### src/logic/iep_pkg.sv
// Summary of operation
// RL1 - Each source is separately permitted or blocked by its own enable bit.
// RL2 - Global gate at 0 blocks every source regardless of enables.
// RL3 - Global gate at 1 lets a source request only when its enable is set.
// RL4 - Enable bit 1 permits its source, 0 blocks it.
// RL5 - Main enable register at A8h: gate, counter0, timer2, uart, timer1, pin1, timer0, pin0.
// RL6 - Aux enable register at A7h: adc, pins 6..2, counter1, expander port.
// RL7 - Both enables reset to zero; only the main one has single-bit access.
// RL8 - Each source gets one of four levels from two priority bits.
// RL9 - Low priority register gives the level LSB, high register the MSB.
// RL10 - High priority registers use the same bit positions as low ones.
// RL11 - A running routine is preempted by an enabled request of strictly higher level.
// RL12 - A request of equal level never preempts a running routine.
// RL13 - A routine at the top level is never preempted.
// RL14 - Among simultaneous requests the higher level is chosen.
// RL15 - Among simultaneous equal-level requests a fixed polling order chooses.
// RL16 - Level code 00 is lowest, 11 highest, others in between.
// RL17 - Polling order runs pin0, expander, pin2, timer0, ... timer2, pin6.
// RL18 - Polling order only breaks ties, never grants equal-level preemption.
// RL19 - A request competes only when flag, own enable and global gate are set.
package iep_pkg;
    // ========================================================================
    // Register indices, byte address is four times the index
    localparam logic [7:0] IEP_IDX_AUX_EN     = 8'hA7;
    localparam logic [7:0] IEP_IDX_MAIN_EN    = 8'hA8;
    localparam logic [7:0] IEP_IDX_PRIO_HI_AUX  = 8'hB5;
    localparam logic [7:0] IEP_IDX_PRIO_LO_AUX  = 8'hB6;
    localparam logic [7:0] IEP_IDX_PRIO_HI_MAIN = 8'hB7;
    localparam logic [7:0] IEP_IDX_PRIO_LO_MAIN = 8'hB8;
    localparam logic [7:0] IEP_IDX_MAIN_SET   = 8'hC0;
    localparam logic [7:0] IEP_IDX_MAIN_CLR   = 8'hC1;
    localparam logic [7:0] IEP_IDX_STATUS     = 8'hC2;
    // ========================================================================
    // Reset values and field positions
    localparam logic [7:0] IEP_EN_RESET       = 8'h00;
    localparam logic [7:0] IEP_PRIO_RESET     = 8'h00;
    localparam logic [7:0] IEP_MAIN_PRIO_MASK = 8'h7F;
    localparam int         IEP_GATE_BIT       = 7;
    localparam int         IEP_NUM_SRC        = 15;
    localparam int         IEP_NUM_LVL        = 4;
    // Main register bits
    localparam int IEP_M_PIN0 = 0;
    localparam int IEP_M_TMR0 = 1;
    localparam int IEP_M_PIN1 = 2;
    localparam int IEP_M_TMR1 = 3;
    localparam int IEP_M_UART = 4;
    localparam int IEP_M_TMR2 = 5;
    localparam int IEP_M_CNT0 = 6;
    // Aux register bits
    localparam int IEP_A_EXPP = 0;
    localparam int IEP_A_CNT1 = 1;
    localparam int IEP_A_PIN2 = 2;
    localparam int IEP_A_PIN3 = 3;
    localparam int IEP_A_PIN4 = 4;
    localparam int IEP_A_PIN5 = 5;
    localparam int IEP_A_PIN6 = 6;
    localparam int IEP_A_ADC  = 7;
endpackage : iep_pkg

### src/logic/iep_ctrl.sv
`timescale 1ns/10ps
module iep_ctrl
    import iep_pkg::*;
(
    input  wire logic        ref_clk,
    input  wire logic        reset,
    input  wire logic        psel,
    input  wire logic        penable,
    input  wire logic        pwrite,
    input  wire logic [9:0]  paddr,
    input  wire logic [31:0] pwdata,
    output logic      [31:0] prdata,
    output logic             pready,
    output logic             pslverr,
    input  wire logic [14:0] irq_flags,
    input  wire logic        cpu_vector_ack,
    input  wire logic        cpu_reti,
    output logic             irq_req,
    output logic      [3:0]  irq_src,
    output logic      [1:0]  irq_level
);
    // ========================================================================
    // State
    typedef struct packed {
        logic [7:0]  main_en;
        logic [7:0]  aux_en;
        logic [7:0]  prio_low_main;
        logic [7:0]  prio_low_aux;
        logic [7:0]  prio_high_main;
        logic [7:0]  prio_high_aux;
        logic [3:0]  in_service;
        logic        irq_req;
        logic [3:0]  irq_src;
        logic [1:0]  irq_level;
        logic [31:0] prdata;
        logic        pready;
        logic        pslverr;
    } iep_state_s;

    iep_state_s st;
    iep_state_s next_st;

    // ========================================================================
    // Register bits in polling order, index 0 polled first
    function automatic logic [14:0] iep_poll_map(input logic [7:0] m, input logic [7:0] a);
        logic [14:0] v;
        v[0]  = m[IEP_M_PIN0];
        v[1]  = a[IEP_A_EXPP];
        v[2]  = a[IEP_A_PIN2];
        v[3]  = m[IEP_M_TMR0];
        v[4]  = a[IEP_A_CNT1];
        v[5]  = a[IEP_A_PIN3];
        v[6]  = m[IEP_M_PIN1];
        v[7]  = a[IEP_A_ADC];
        v[8]  = a[IEP_A_PIN4];
        v[9]  = m[IEP_M_TMR1];
        v[10] = m[IEP_M_CNT0];
        v[11] = a[IEP_A_PIN5];
        v[12] = m[IEP_M_UART];
        v[13] = m[IEP_M_TMR2];
        v[14] = a[IEP_A_PIN6];
        return v;
    endfunction : iep_poll_map

    // ========================================================================
    // Gating and level decode
    logic [14:0] src_en;
    logic [14:0] eligible;
    logic [14:0] lvl_lo;
    logic [14:0] lvl_hi;
    logic [1:0]  src_lvl [15];

    assign src_en   = iep_poll_map(st.main_en, st.aux_en);                          // [RL1] [RL5] [RL6]
    assign eligible = irq_flags & src_en & {15{st.main_en[IEP_GATE_BIT]}};   // [RL2] [RL3] [RL4] [RL19]
    assign lvl_lo   = iep_poll_map(st.prio_low_main, st.prio_low_aux);                 // [RL10]
    assign lvl_hi   = iep_poll_map(st.prio_high_main, st.prio_high_aux);               // [RL10]

    genvar g;
    generate
        for (g = 0; g < IEP_NUM_SRC; g++) begin : g_lvl
            assign src_lvl[g] = {lvl_hi[g], lvl_lo[g]};                       // [RL8] [RL9] [RL16]
        end
    endgenerate

    // ========================================================================
    // Resolution
    logic       found;
    logic [3:0] best_idx;
    logic [1:0] best_lvl;
    logic       busy;
    logic [1:0] active_lvl;
    logic       may_preempt;

    always_comb begin
        found    = 1'b0;
        best_idx = 4'h0;
        best_lvl = 2'h0;
        // Downward scan so the earliest polled source wins a tie
        for (int i = IEP_NUM_SRC - 1; i >= 0; i--) begin
            if (eligible[i] && (!found || src_lvl[i] >= best_lvl)) begin    // [RL14] [RL15] [RL17]
                found    = 1'b1;
                best_idx = 4'(i);
                best_lvl = src_lvl[i];
            end
        end
    end

    always_comb begin
        busy       = |st.in_service;
        active_lvl = 2'h0;
        for (int l = 0; l < IEP_NUM_LVL; l++) begin
            if (st.in_service[l]) begin
                active_lvl = 2'(l);
            end
        end
        // Polling order plays no part here, only strict level compare
        may_preempt = !busy || (best_lvl > active_lvl);           // [RL11] [RL12] [RL13] [RL18]
    end

    // ========================================================================
    // APB decode
    logic [7:0]  idx;
    logic        acc_phase;
    logic        wr_now;
    logic        mapped;
    logic [31:0] rd_val;

    assign idx       = paddr[9:2];
    assign acc_phase = psel && penable;
    assign wr_now    = acc_phase && st.pready && pwrite;

    always_comb begin
        mapped = 1'b1;
        rd_val = 32'h0000_0000;
        case (idx)
            IEP_IDX_MAIN_EN, IEP_IDX_MAIN_SET, IEP_IDX_MAIN_CLR: rd_val[7:0] = st.main_en;
            IEP_IDX_AUX_EN:       rd_val[7:0] = st.aux_en;
            IEP_IDX_PRIO_LO_MAIN: rd_val[7:0] = st.prio_low_main;
            IEP_IDX_PRIO_LO_AUX:  rd_val[7:0] = st.prio_low_aux;
            IEP_IDX_PRIO_HI_MAIN: rd_val[7:0] = st.prio_high_main;
            IEP_IDX_PRIO_HI_AUX:  rd_val[7:0] = st.prio_high_aux;
            IEP_IDX_STATUS: rd_val[11:0] = {st.in_service, st.irq_req, st.irq_level,
                                            st.irq_src, 1'b0};
            default: mapped = 1'b0;
        endcase
    end

    // ========================================================================
    // Next state
    logic [3:0] isr_clr;

    always_comb begin
        next_st = st;
        // One wait state: answer is prepared, then presented
        next_st.pready  = acc_phase && !st.pready;
        next_st.pslverr = acc_phase && !st.pready && !mapped;
        if (acc_phase && !st.pready && !pwrite) begin
            next_st.prdata = rd_val;
        end
        if (wr_now) begin
            case (idx)
                IEP_IDX_MAIN_EN:      next_st.main_en = pwdata[7:0];                   // [RL5]
                IEP_IDX_MAIN_SET:     next_st.main_en = st.main_en | pwdata[7:0];      // [RL7]
                IEP_IDX_MAIN_CLR:     next_st.main_en = st.main_en & ~pwdata[7:0];     // [RL7]
                IEP_IDX_AUX_EN:       next_st.aux_en  = pwdata[7:0];                   // [RL6]
                IEP_IDX_PRIO_LO_MAIN: next_st.prio_low_main  = pwdata[7:0] & IEP_MAIN_PRIO_MASK;
                IEP_IDX_PRIO_LO_AUX:  next_st.prio_low_aux   = pwdata[7:0];
                IEP_IDX_PRIO_HI_MAIN: next_st.prio_high_main = pwdata[7:0] & IEP_MAIN_PRIO_MASK;
                IEP_IDX_PRIO_HI_AUX:  next_st.prio_high_aux  = pwdata[7:0];
                default: ;
            endcase
        end
        // Return clears the highest running level; a same-cycle vector wins
        isr_clr = 4'h0;
        if (cpu_reti && busy) begin
            isr_clr[active_lvl] = 1'b1;
        end
        next_st.in_service = st.in_service & ~isr_clr;
        if (cpu_vector_ack && st.irq_req) begin
            next_st.in_service[st.irq_level] = 1'b1;                          // [RL11]
        end
        // Request drops for the cycle after a vector so it is not taken twice
        next_st.irq_req   = found && may_preempt && !cpu_vector_ack;         // [RL12] [RL13]
        next_st.irq_src   = best_idx;
        next_st.irq_level = best_lvl;
    end

    always_ff @(posedge ref_clk) begin
        if (reset) begin
            st                <= '0;
            st.main_en        <= IEP_EN_RESET;                                 // [RL7]
            st.aux_en         <= IEP_EN_RESET;                                 // [RL7]
            st.prio_low_main  <= IEP_PRIO_RESET;
            st.prio_low_aux   <= IEP_PRIO_RESET;
            st.prio_high_main <= IEP_PRIO_RESET;
            st.prio_high_aux  <= IEP_PRIO_RESET;
        end else begin
            st <= next_st;
        end
    end

    assign prdata    = st.prdata;
    assign pready    = st.pready;
    assign pslverr   = st.pslverr;
    assign irq_req   = st.irq_req;
    assign irq_src   = st.irq_src;
    assign irq_level = st.irq_level;

    // Highest eligible level and any earlier-polled peer, for the checks
    logic [1:0]  chk_max_lvl;
    logic [14:0] chk_peer;
    always_comb begin
        chk_max_lvl = 2'h0;
        chk_peer    = 15'h0000;
        for (int k = 0; k < IEP_NUM_SRC; k++) begin
            if (eligible[k] && src_lvl[k] > chk_max_lvl) begin
                chk_max_lvl = src_lvl[k];
            end
        end
        for (int k = 0; k < IEP_NUM_SRC; k++) begin
            chk_peer[k] = eligible[k] && src_lvl[k] == best_lvl && 4'(k) < best_idx;
        end
    end
endmodule : iep_ctrl

### config.mk
export PLATFORM = sky130hd
export DESIGN_NAME = iep_ctrl
export DESIGN_NICKNAME = d
export VERILOG_FILES = /design/src/logic/iep_pkg.sv /design/src/logic/iep_ctrl.sv
export SDC_FILE = /design/constraint.sdc
export NUM_CORES = 1
export LEC_CHECK = 0
export BUFFER_PORTS_ARGS = -buffer_cell sky130_fd_sc_hd__buf_2
export CORE_MARGIN = 2
export CORE_UTILIZATION = 30
export DETAILED_ROUTE_END_ITERATION = 16
export GPL_ROUTABILITY_DRIVEN = 0
export PLACE_DENSITY_LB_ADDON = 0.25
export SYNTH_ARGS = -nofsm -noshare
export SYNTH_HDL_FRONTEND = slang
export SYNTH_SLANG_ARGS = --single-unit
### constraint.sdc
create_clock -name ref_clk -period 28.7 [get_ports ref_clk]
set_clock_uncertainty 0.2 [all_clocks]
set_input_delay 2.87 -clock ref_clk [delete_from_list [all_inputs] [get_ports ref_clk]]
set_output_delay 2.87 -clock ref_clk [all_outputs]
set_load 0.05 [all_outputs]
---- Word-level counts from Yosys, hierarchy flattened ----
Cells that the tools add are included.
cells by class
  multiplexer cells ....................... 57
  reductions and logical operators ........ 74
  magnitude comparators ................... 19
  equality and inequality tests ........... 9
  bitwise gates (word level) .............. 8
operators by type and width
  operator                                                               number
  8-bit == test, second input constant                                   9
  8-bit case mux with 7 select lines                                     1
  4-bit 2-to-1 mux                                                       10
  2-bit 2-to-1 mux                                                       19
  15-bit AND                                                             2
  2-bit >= comparator                                                    14
  1-bit logical AND                                                      26
  8-bit case mux with 3 select lines                                     1
  1-bit 2-to-1 mux                                                       20
  1-bit zero test                                                        19
  9-bit OR reduction                                                     2
  1-bit logical OR                                                       15
  3-bit 2-to-1 mux                                                       4
  2-bit AND reduction                                                    6
  8-bit AND                                                              1
  8-bit NOT                                                              1
  8-bit OR                                                               1
  2-bit by 3-bit < comparator with 1-bit output, second input constant   2
  3-bit OR reduction                                                     2
  5-bit OR reduction                                                     1
  4-bit AND                                                              1
  1-bit demux with 2-bit select                                          2
  2-bit by 1-bit >= comparator with 1-bit output, second input constant  2
  4-bit NOT                                                              1
  other kinds (5)                                                        5
storage, ports and cells
  logic and storage cells ................. 183
  output and inout port bits .............. 41
  bits of input ports ..................... 64
  register bits ........................... 71

---- Logic depth before layout (Yosys ltp) ----
Gate-level depths: netlist (run 1).
  depth after elaboration ................. 63
  gate-level depth with buffers ........... 99
  mapped depth without buffers ............ 96

---- Least setup slack after synthesis (run 1) ----
OpenSTA, ideal clock, no wires.
  kind .................................... input to register
  start ................................... input irq_flags[14]
  end ..................................... register st, in the netlist irq_req
  arrival time ............................ 19.558 ns
  data required time ...................... 28.378 ns
  setup slack ............................. 8.819 ns
  stages on the path ...................... 94
  library setup time ...................... 0.122 ns
  cells stage by stage .................... nand3_1 -> nor2_1 -> ha_1 -> nand2b_1 -> a211oi_1 -> o22a_1 -> nor2_1 -> ha_1 -> nand2b_1 -> a221oi_1 -> o31a_1 -> o21a_1 -> inv_1 -> ha_1 -> a211oi_1 -> nor3_2 -> inv_1 -> o21ai_0 -> (+58 left out) -> a21oi_1 -> ha_1 -> nand2b_1 -> a221oi_1 -> or3_1 -> o21ai_0 -> a21oi_2 -> nand2b_1 -> ha_1 -> nand2b_1 -> a21oi_1 -> a21oi_1 -> mux2i_1 -> ha_1 -> a21oi_1 -> a21oi_1 -> o21ai_0 -> a31oi_1
on the way
  word-level cells in the longest chain between the ends .. 63
ends and longest elaborated chain
  element                                                 line             text
  start: declaration                                      iep_ctrl.sv:15   input wire logic [14:0] irq_flags,
  15-bit AND (*) (2 in a row)                             iep_ctrl.sv:74   assign eligible = irq_flags & src_en & {15{st.main_en[IEP_GATE_BIT]}};
  2-bit 2-to-1 mux or 1-bit 2-to-1 mux (tied branches)    iep_ctrl.sv:100  if (eligible[i] && (!found || src_lvl[i] >= best_lvl)) begin
  2-bit >= comparator or 1-bit zero test (tied branches)  iep_ctrl.sv:100
  1-bit logical OR                                        iep_ctrl.sv:100
  1-bit logical AND                                       iep_ctrl.sv:100
  2-bit 2-to-1 mux or 1-bit 2-to-1 mux (tied branches)    iep_ctrl.sv:100
  2-bit >= comparator or 1-bit zero test (tied branches)  iep_ctrl.sv:100
  1-bit logical OR                                        iep_ctrl.sv:100
  (+46 left out)                                          -
  2-bit >= comparator or 1-bit zero test (tied branches)  iep_ctrl.sv:100
  1-bit logical OR                                        iep_ctrl.sv:100
  1-bit logical AND                                       iep_ctrl.sv:100
  2-bit 2-to-1 mux (*)                                    iep_ctrl.sv:100
  net best_lvl[1]                                         iep_ctrl.sv:89   logic [1:0] best_lvl;
  2-bit > comparator (*)                                  iep_ctrl.sv:117  may_preempt = !busy || (best_lvl > active_lvl);
  1-bit logical OR (*)                                    iep_ctrl.sv:117
  1-bit logical AND (*) (2 in a row)                      iep_ctrl.sv:183  next_st.irq_req = found && may_preempt && !cpu_vector_ack;
  end signal: assignment                                  iep_ctrl.sv:198  st <= next_st;
  end: declaration                                        iep_ctrl.sv:40   iep_state_s st;
Mark *: on every way through the listed nets, which the timed path passes. The rest lies on a longest branch.
A chain may end at the register's enable or synchronous reset.

---- Worst setup path in the final report (run 1) ----
Ends and elaborated chain as after synthesis.

==> impl_metrics.py, run 1 <==
metrics = {
    "die": {
        "dieWidth_um": 131.0,
        "die_h_um": 131.0,
        "initial_utilization_pct": 30.55,
        "ios": 105,
        "dieArea_mm2": 0.01715,
        "core_area_mm2": 0.01583,
        "num_rows": 46,
    },
    "synth": {
        "synth.avg_cell_area_um2": 8.114,
        "ys_warn_count": 0,
        "ys_ff_latch": 71,
        "synth.yosys.seq_area_share_pct": 29.39,
        "synthSimpleGateAreaFrac_pct": 23.49,
        "synth-async-reset-ratio_pct": 0,
        "synthAdderAreaFrac_pct": 6.624,
        "synthCells": 596,
        "synth_area_mm2": 0.004836,
        "synth-compound-area-share_pct": 21.35,
        "ys_types": 68,
        "synth_mux_area_share_pct": 8.849,
        "synth_edf_count": 0,
        "ys.flop_type": "dfxtp_1",
        "synthXorXnorAreaFrac_pct": 0,
        "synth_top_family_by_area": "simple AND/OR/NAND/NOR gates",
    },
    "setup_path": {
        "path_class": "input port to register",
        "reg2reg_from": "src_en[14]",
        "cp_max_fo": 8,
        "crit_path_frequent_cell": "ha_1",
        "critPathLaunch": "irq_flags[14]",
        "slowest_delay_ps": 530,
        "cpMaxStageDelayCell": "a221oi_1",
        "worst_setup_path_end_kind": "register",
        "arrival_ps": 21980,
        "worstPathRequired_ps": 28720,
        "startpoint_type": "input port",
    },
    "flow_run": {
        "max-cap-violations": 0,
    },
    "cells_and_area": {
        "final_common_cell": "nor2_1",
        "fin_nets": 722,
        "antenna_cells": 0,
        "drive_above_1_share_pct": 16.59,
        "stdcell_area_mm2": 0.005465,
        "layout_common_cells": "77 x nor2_1, 71 x dfxtp_1, 58 x buf_2, 41 x nand2_1, 39 x mux2i_1",
        "area_growth_pct": 13.01,
    },
    "placement": {
        "port_buffers": 58,
        "hpwlAfterDp_um": 10980,
        "placed_area_mm2": 0.005174,
        "dp_slack_ps": 6461,
    },
    "clock_network": {
        "cts_hold_repair.buffers": 0,
        "cts_resized": 0,
        "cts.sinks": 71,
        "clk_pin_slew_worst_paths_ps": 60,
        "cts_tree": "done",
        "cts_buffers": 9,
        "clock_path_buffers": 2,
        "h-tree-depth": 3,
        "root_buffer": "clkbuf_16",
        "postCtsSetupBuffers": 0,
        "worstSkewPairLatency_ps": 340,
    },
    "pwr": {
        "total_power_w": 0.0002286,
        "p_leak_nw": 2.113,
        "irDropWorstVdd_v": 0.00003113,
        "p_per_area_mw_per_mm2": 41.84,
    },
    "sta": {
        "final_hold_viol_count": 0,
        "timing.final.ws_setup_ps": 6740,
        "slew_viol_final": 0,
        "setup_viol": 0,
        "timing.hold.ws_ps": 251.2,
        "max_freq_mhz": 45.54,
        "timing.final.crit_share_pct": 76.52,
        "post-route-min-period_ps": 21960,
        "tightest_slew_ps": 1258,
        "slew_headroom_pct": 15.59,
        "rsz0062_at_grt": "no",
        "timing.setup.tns_ps": 0,
    },
    "global_route": {
        "grt_max_degree": 69,
        "grt_pass1_wl_um": 23200,
        "gr-total-overflow": 0,
        "grt_usage_pct": 17.65,
        "antenna_found_initial": 0,
        "grt_pass1_vias": 4325,
    },
    "routing": {
        "drt_iter0_markers": 333,
        "ant_nets": 0,
        "drt_first_pass_iters": 5,
        "drt-total-wl_um": 14740,
        "vias": 4538,
        "drc": 0,
        "drt-vias-per-instance": 5.308,
        "wl_per_cell_um": 17.24,
    },
    "worst_hold_path": {
        "hp-class": "register to register",
        "min-delay-start": "prdata[10]",
    },
    "outcome": {
        "status": "finished, final reports clean",
    },
}
==> registers in the layout, summed over array words and instances (netlist names) <==
register	cells
pslverr	1
pready	1
src_en	15
lvl_hi	15
irq_level	2
lvl_lo	15
irq_src	4
prdata	12
irq_req	1
st	5
==> worst paths after layout <==
| kind | slack, ps | endpoint | cells after the start |
|---|---|---|---|
| setup / recovery | 6740 | irq_req | 95 |
| hold reg to reg | 250 | prdata[10] | 2 |
| setup reg to reg | 8870 | irq_req | 94 |
| hold / removal | 250 | prdata[10] | 2 |
==> cell families (layout without fill, tap and decap cells) <==
logic type / count (synthesis) / count (layout)
mux: 41 / 41
fa+ha+maj: 26 / 26
flops: 71 / 71
other cells: 1 / 20
simple gates: 225 / 225
buf+inv: 91 / 115
compound gates: 141 / 141
==> critical path: cells and delay by family <==
| kind | cells | cell delay [ps] |
|---|---|---|
| AOI/OAI and AO/OA | 42 | 8140 |
| and+or+nand+nor | 32 | 5750 |
| adders and majority gates | 17 | 4520 |
| buffers and inverters | 3 | 370 |
| muxes | 1 | 300 |
==> where the power goes <==
part	leakage [nW]	switching (W)	internal [W]
registers	0.573	0.000000329	0.0000993
logic	1.39	0.0000147	0.00000386
clock network	0.146	0.0000412	0.0000692
==> through the flow <==
step,utilization [%],std cells
global placement,32.69,839
detailed placement,32.69,839
CTS,34.53,855
finish,34.53,855
global route,34.53,855
floorplan,-,615
==> metal layers <==
| layer | global-route usage, % | wire [µm] | up-vias |
|---|---|---|---|
| li1 | - | - | 2189 |
| met1 | 24.15 | 7009 | 2177 |
| met2 | 28.04 | 6606 | 145 |
| met3 | 2.117 | 704 | 27 |
| met4 | 7.572 | 419 | 0 |
| met5 | 0 | 0 | - |
==> area by class of cell <==
cell class / instances / area (µm²)
tap: 216 / 270.3
clock buffer: 12 / 246.5
multi-input combinational: 453 / 3004
fill: 1650 / 10360
inverter: 32 / 120.1
clock inverter: 4 / 45.04
sequential: 71 / 1421
timing repair buffer: 67 / 357.8
==> Yosys cell counts (3+ instances only) <==
master | count | share of area, %
nand3_1 | 20 | 2.1
o21ai_0 | 21 | 2.2
o21a_1 | 4 | 0.62
or2_2 | 3 | 0.39
nand2_1 | 41 | 3.2
nor4_1 | 6 | 0.78
a21o_1 | 7 | 1.1
and2_1 | 6 | 0.78
a221oi_1 | 16 | 2.9
ha_1 | 24 | 6.2
buf_4 | 38 | 5.9
nor2b_1 | 6 | 0.78
o22ai_1 | 6 | 0.78
nor2_1 | 77 | 6.0
nand2b_1 | 13 | 1.7
inv_1 | 32 | 2.5
dfxtp_1 | 71 | 29
nor3_1 | 17 | 1.8
o22a_1 | 3 | 0.54
or3_1 | 4 | 0.52
a22oi_1 | 12 | 1.9
a211o_1 | 3 | 0.54
a222oi_1 | 10 | 2.1
a21oi_1 | 30 | 3.1
a211oi_1 | 5 | 0.78
clkbuf_1 | 18 | 1.4
and3_1 | 11 | 1.4
mux2i_1 | 39 | 8.1
nor3b_1 | 3 | 0.47
nand4_1 | 3 | 0.39
Power figures use the tool's default switching activity.
==> run 2, diff against run 1 <==
--- a/config.mk
+++ b/config.mk
@@ -5,6 +5,7 @@
 export SDC_FILE = /design/constraint.sdc
 export NUM_CORES = 1
 export LEC_CHECK = 0
+export ABC_AREA = 1
 export BUFFER_PORTS_ARGS = -buffer_cell sky130_fd_sc_hd__buf_2
 export CORE_MARGIN = 2
 export CORE_UTILIZATION = 30
==> constraint.sdc (replaced) <==
create_clock -name ref_clk -period 19.9 [get_ports ref_clk]
set_clock_uncertainty 0.2 [all_clocks]
set_input_delay 1.99 -clock ref_clk [delete_from_list [all_inputs] [get_ports ref_clk]]
set_output_delay 1.99 -clock ref_clk [all_outputs]
set_load 0.05 [all_outputs]
==> run 2 against run 1 <==
Against the previous run:
- core utilization shrank 0.14 points
- critical endpoint unchanged
- critical path depth is 15 higher
- via count shrank 0.42%
- worst hold slack improved by 12 ps
- first-iteration DRC count shrank 4.5%
- sequential cell count unchanged
- non-clock buffer count is 5 lower
- critical path type unchanged
- routed wire length down 3.3%
- global-route usage is 0.89 points lower
- clock-buffer cell count is 2 lower
- sequential share of layout area about the same
- setup slack worse by 2200 ps
==> impl_metrics.py, run 2 <==
metrics = {
    "synth": {
        "synth_commonest_cells": "136 x inv_1, 87 x nand2_1, 71 x dfxtp_1, 68 x a21oi_1, 62 x o21ai_0",
        "ys.flop_type": "dfxtp_1",
        "synth.top_cell.area_share_pct": 29.25,
        "ys_types": 35,
        "synth.avg_cell_area_um2": 6.825,
        "yosys-top-cells-area": "dfxtp_1 29%, inv_1 11%, a21oi_1 7.0%, nand2_1 6.7%, o21ai_0 6.4%",
        "ys_ff_latch": 71,
        "yosysMostFrequentCell": "inv_1",
        "synth.yosys.seq_area_share_pct": 29.25,
        "synthCells": 712,
        "ys_warn_count": 0,
        "synth_area_mm2": 0.004860,
        "synth-async-reset-ratio_pct": 0,
        "synth_top_area_cell": "dfxtp_1",
        "synth_edf_count": 0,
    },
    "cells_and_area": {
        "fin_nets": 839,
        "layout_common_cells": "136 x inv_1, 87 x nand2_1, 71 x dfxtp_1, 68 x a21oi_1, 62 x o21ai_0",
        "fillers": 1768,
        "multi_input_area_mm2": 0.002631,
        "seq_area_mm2": 0.001421,
        "area_growth_pct": 12.41,
        "antenna_cells": 0,
        "drive_above_1_share_pct": 16.67,
        "final_common_cell": "inv_1",
        "fin_util_pct": 34.39,
    },
    "setup_path": {
        "arrival_ps": 15430,
        "crit_path_frequent_cell": "nand2_1",
        "worstPathRequired_ps": 19930,
        "startpoint_type": "input port",
        "cpMaxStageDelayCell": "ha_1",
        "worst_setup_path_end_kind": "register",
        "path_buf_inv": 12,
        "crit_family": "simple AND/OR/NAND/NOR gates",
        "slowest_delay_ps": 300,
        "path_class": "input port to register",
        "cp_max_fo": 7,
    },
    "die": {
        "initial_utilization_pct": 30.59,
        "dieWidth_um": 131.3,
        "die_h_um": 131.3,
        "num_rows": 46,
        "core_area_mm2": 0.01589,
        "dieArea_mm2": 0.01723,
        "ios": 105,
    },
    "routing": {
        "wl_met1_um": 7276,
        "routed.top_layer": "met4",
        "drc": 0,
        "route.met3.wl_um": 598,
        "wl_per_cell_um": 14.67,
        "drt_first_pass_iters": 5,
        "drt_iter0_markers": 318,
        "met2WireLength_um": 6218,
        "vias": 4519,
        "drt-total-wl_um": 14260,
        "drt-vias-per-instance": 4.649,
        "ant_nets": 0,
    },
    "clock_network": {
        "cts_tree": "done",
        "postCtsSetupBuffers": 0,
        "worstSkewPairLatency_ps": 340,
        "h-tree-depth": 3,
        "root_buffer": "clkbuf_16",
        "clk_pin_slew_worst_paths_ps": 60,
        "clock_path_buffers": 2,
        "cts.sinks": 71,
        "cts_resized": 0,
        "cts_buffers": 9,
        "cts_hold_repair.buffers": 0,
    },
    "sta": {
        "max_freq_mhz": 64.92,
        "slew_headroom_pct": 30.74,
        "timing.final.crit_share_pct": 77.40,
        "timing.setup.tns_ps": 0,
        "setup_viol": 0,
        "rsz0062_at_grt": "no",
        "slew_viol_final": 0,
        "tightest_slew_ps": 1035,
        "final_hold_viol_count": 0,
        "post-route-min-period_ps": 15400,
    },
    "global_route": {
        "antenna_found_initial": 0,
        "grt_max_degree": 44,
        "grt_usage_pct": 16.76,
        "grt_pass1_vias": 4303,
        "gr-total-overflow": 0,
        "grt_pass1_wl_um": 22990,
    },
    "placement": {
        "port_buffers": 58,
        "hpwlAfterDp_um": 10640,
    },
    "worst_hold_path": {
        "hp-class": "register to register",
    },
    "flow_run": {
        "max-cap-violations": 0,
    },
    "outcome": {
        "status": "finished, final reports clean",
    },
    "pwr": {
        "p_per_area_mw_per_mm2": 60.09,
        "p_leak_nw": 2.501,
        "irDropWorstVdd_v": 0.00004155,
    },
}
## run 2: cell count changes in the layout (fill, tap and decap cells not counted), moves of 19 or more
| cell | delta |
|---|---|
| inv_1 | +104 |
| a21oi_1 | +38 |
| o22ai_1 | +19 |
| nand2_1 | +46 |
| mux2i_1 | -39 |
| o21ai_0 | +41 |
| nor2_1 | -28 |
## run 2: layout make-up
type | count | area share, %
tap | 216 | 4.947
inverter | 141 | 9.689
clock buffer | 10 | 4.191
clock inverter | 6 | 1.122
timing repair buffer | 62 | 5.863
multi-input combinational | 466 | 48.17
sequential | 71 | 26.02
## run 2: cells by family after synthesis
group | after synthesis | synth area share, %
and+or+nand+nor | 241 | 25.72
buffers and inverters | 194 | 18.07
AOI/OAI and AO/OA | 181 | 20.70
DFF | 71 | 29.25
adders and majority gates | 24 | 6.179
other | 1 | 0.07717
## run 2: path summary, 6_finish.rpt
| check | from | slack [ps] | cells past startpoint | end |
|---|---|---|---|---|
| worst max-delay path | irq_flags[14] | 4500 | 110 | irq_req |
| worst max register to register | st[92] | 5810 | 109 | irq_req |
| worst min register to register | prdata[3] | 260 | 2 | prdata[3] |
| worst min-delay path | prdata[3] | 260 | 2 | prdata[3] |
## run 2: where the power goes
| part | internal (W) | total, W | leakage, nW | switching [W] |
|---|---|---|---|---|
| Clock | 0.0000966 | 0.000161 | 0.142 | 0.0000644 |
| Combinational | 0.00000494 | 0.0000243 | 1.79 | 0.0000193 |
| Sequential | 0.000143 | 0.000143 | 0.572 | 0.000000251 |
## run 2: metal layers
layer	up-vias	track usage [%]
met3	11	2.199
met4	0	5.193
met5	-	0
met1	2027	23.86
met2	119	26.29
li1	2362	-
## run 2: worst register-to-register path: cells and delay by family (launching register included)
kind / cells / cell delay, ps
compound gates: 24 / 3120
fa+ha+maj: 15 / 3920
buf+inv: 11 / 770
flops: 1 / 420
simple gates: 59 / 5540
## run 2: stage by stage
| step | area [µm²] | setup WS (ps) | cells | power, W | hold slack (ps) |
|---|---|---|---|---|---|
| floorplan | 4931 | 5799 | 731 | 0.0001662 | 244.4 |
| global placement | 5172 | 4190 | 956 | 0.0001701 | 257.5 |
| detailed placement | 5172 | 4201 | 956 | 0.0001702 | 256.6 |
| CTS | 5463 | 4452 | 972 | 0.0003304 | 266.1 |
| global route | 5463 | 2724 | 972 | 0.0003376 | 295.9 |
| finish | 5463 | 4497 | 972 | 0.0003283 | 262.8 |
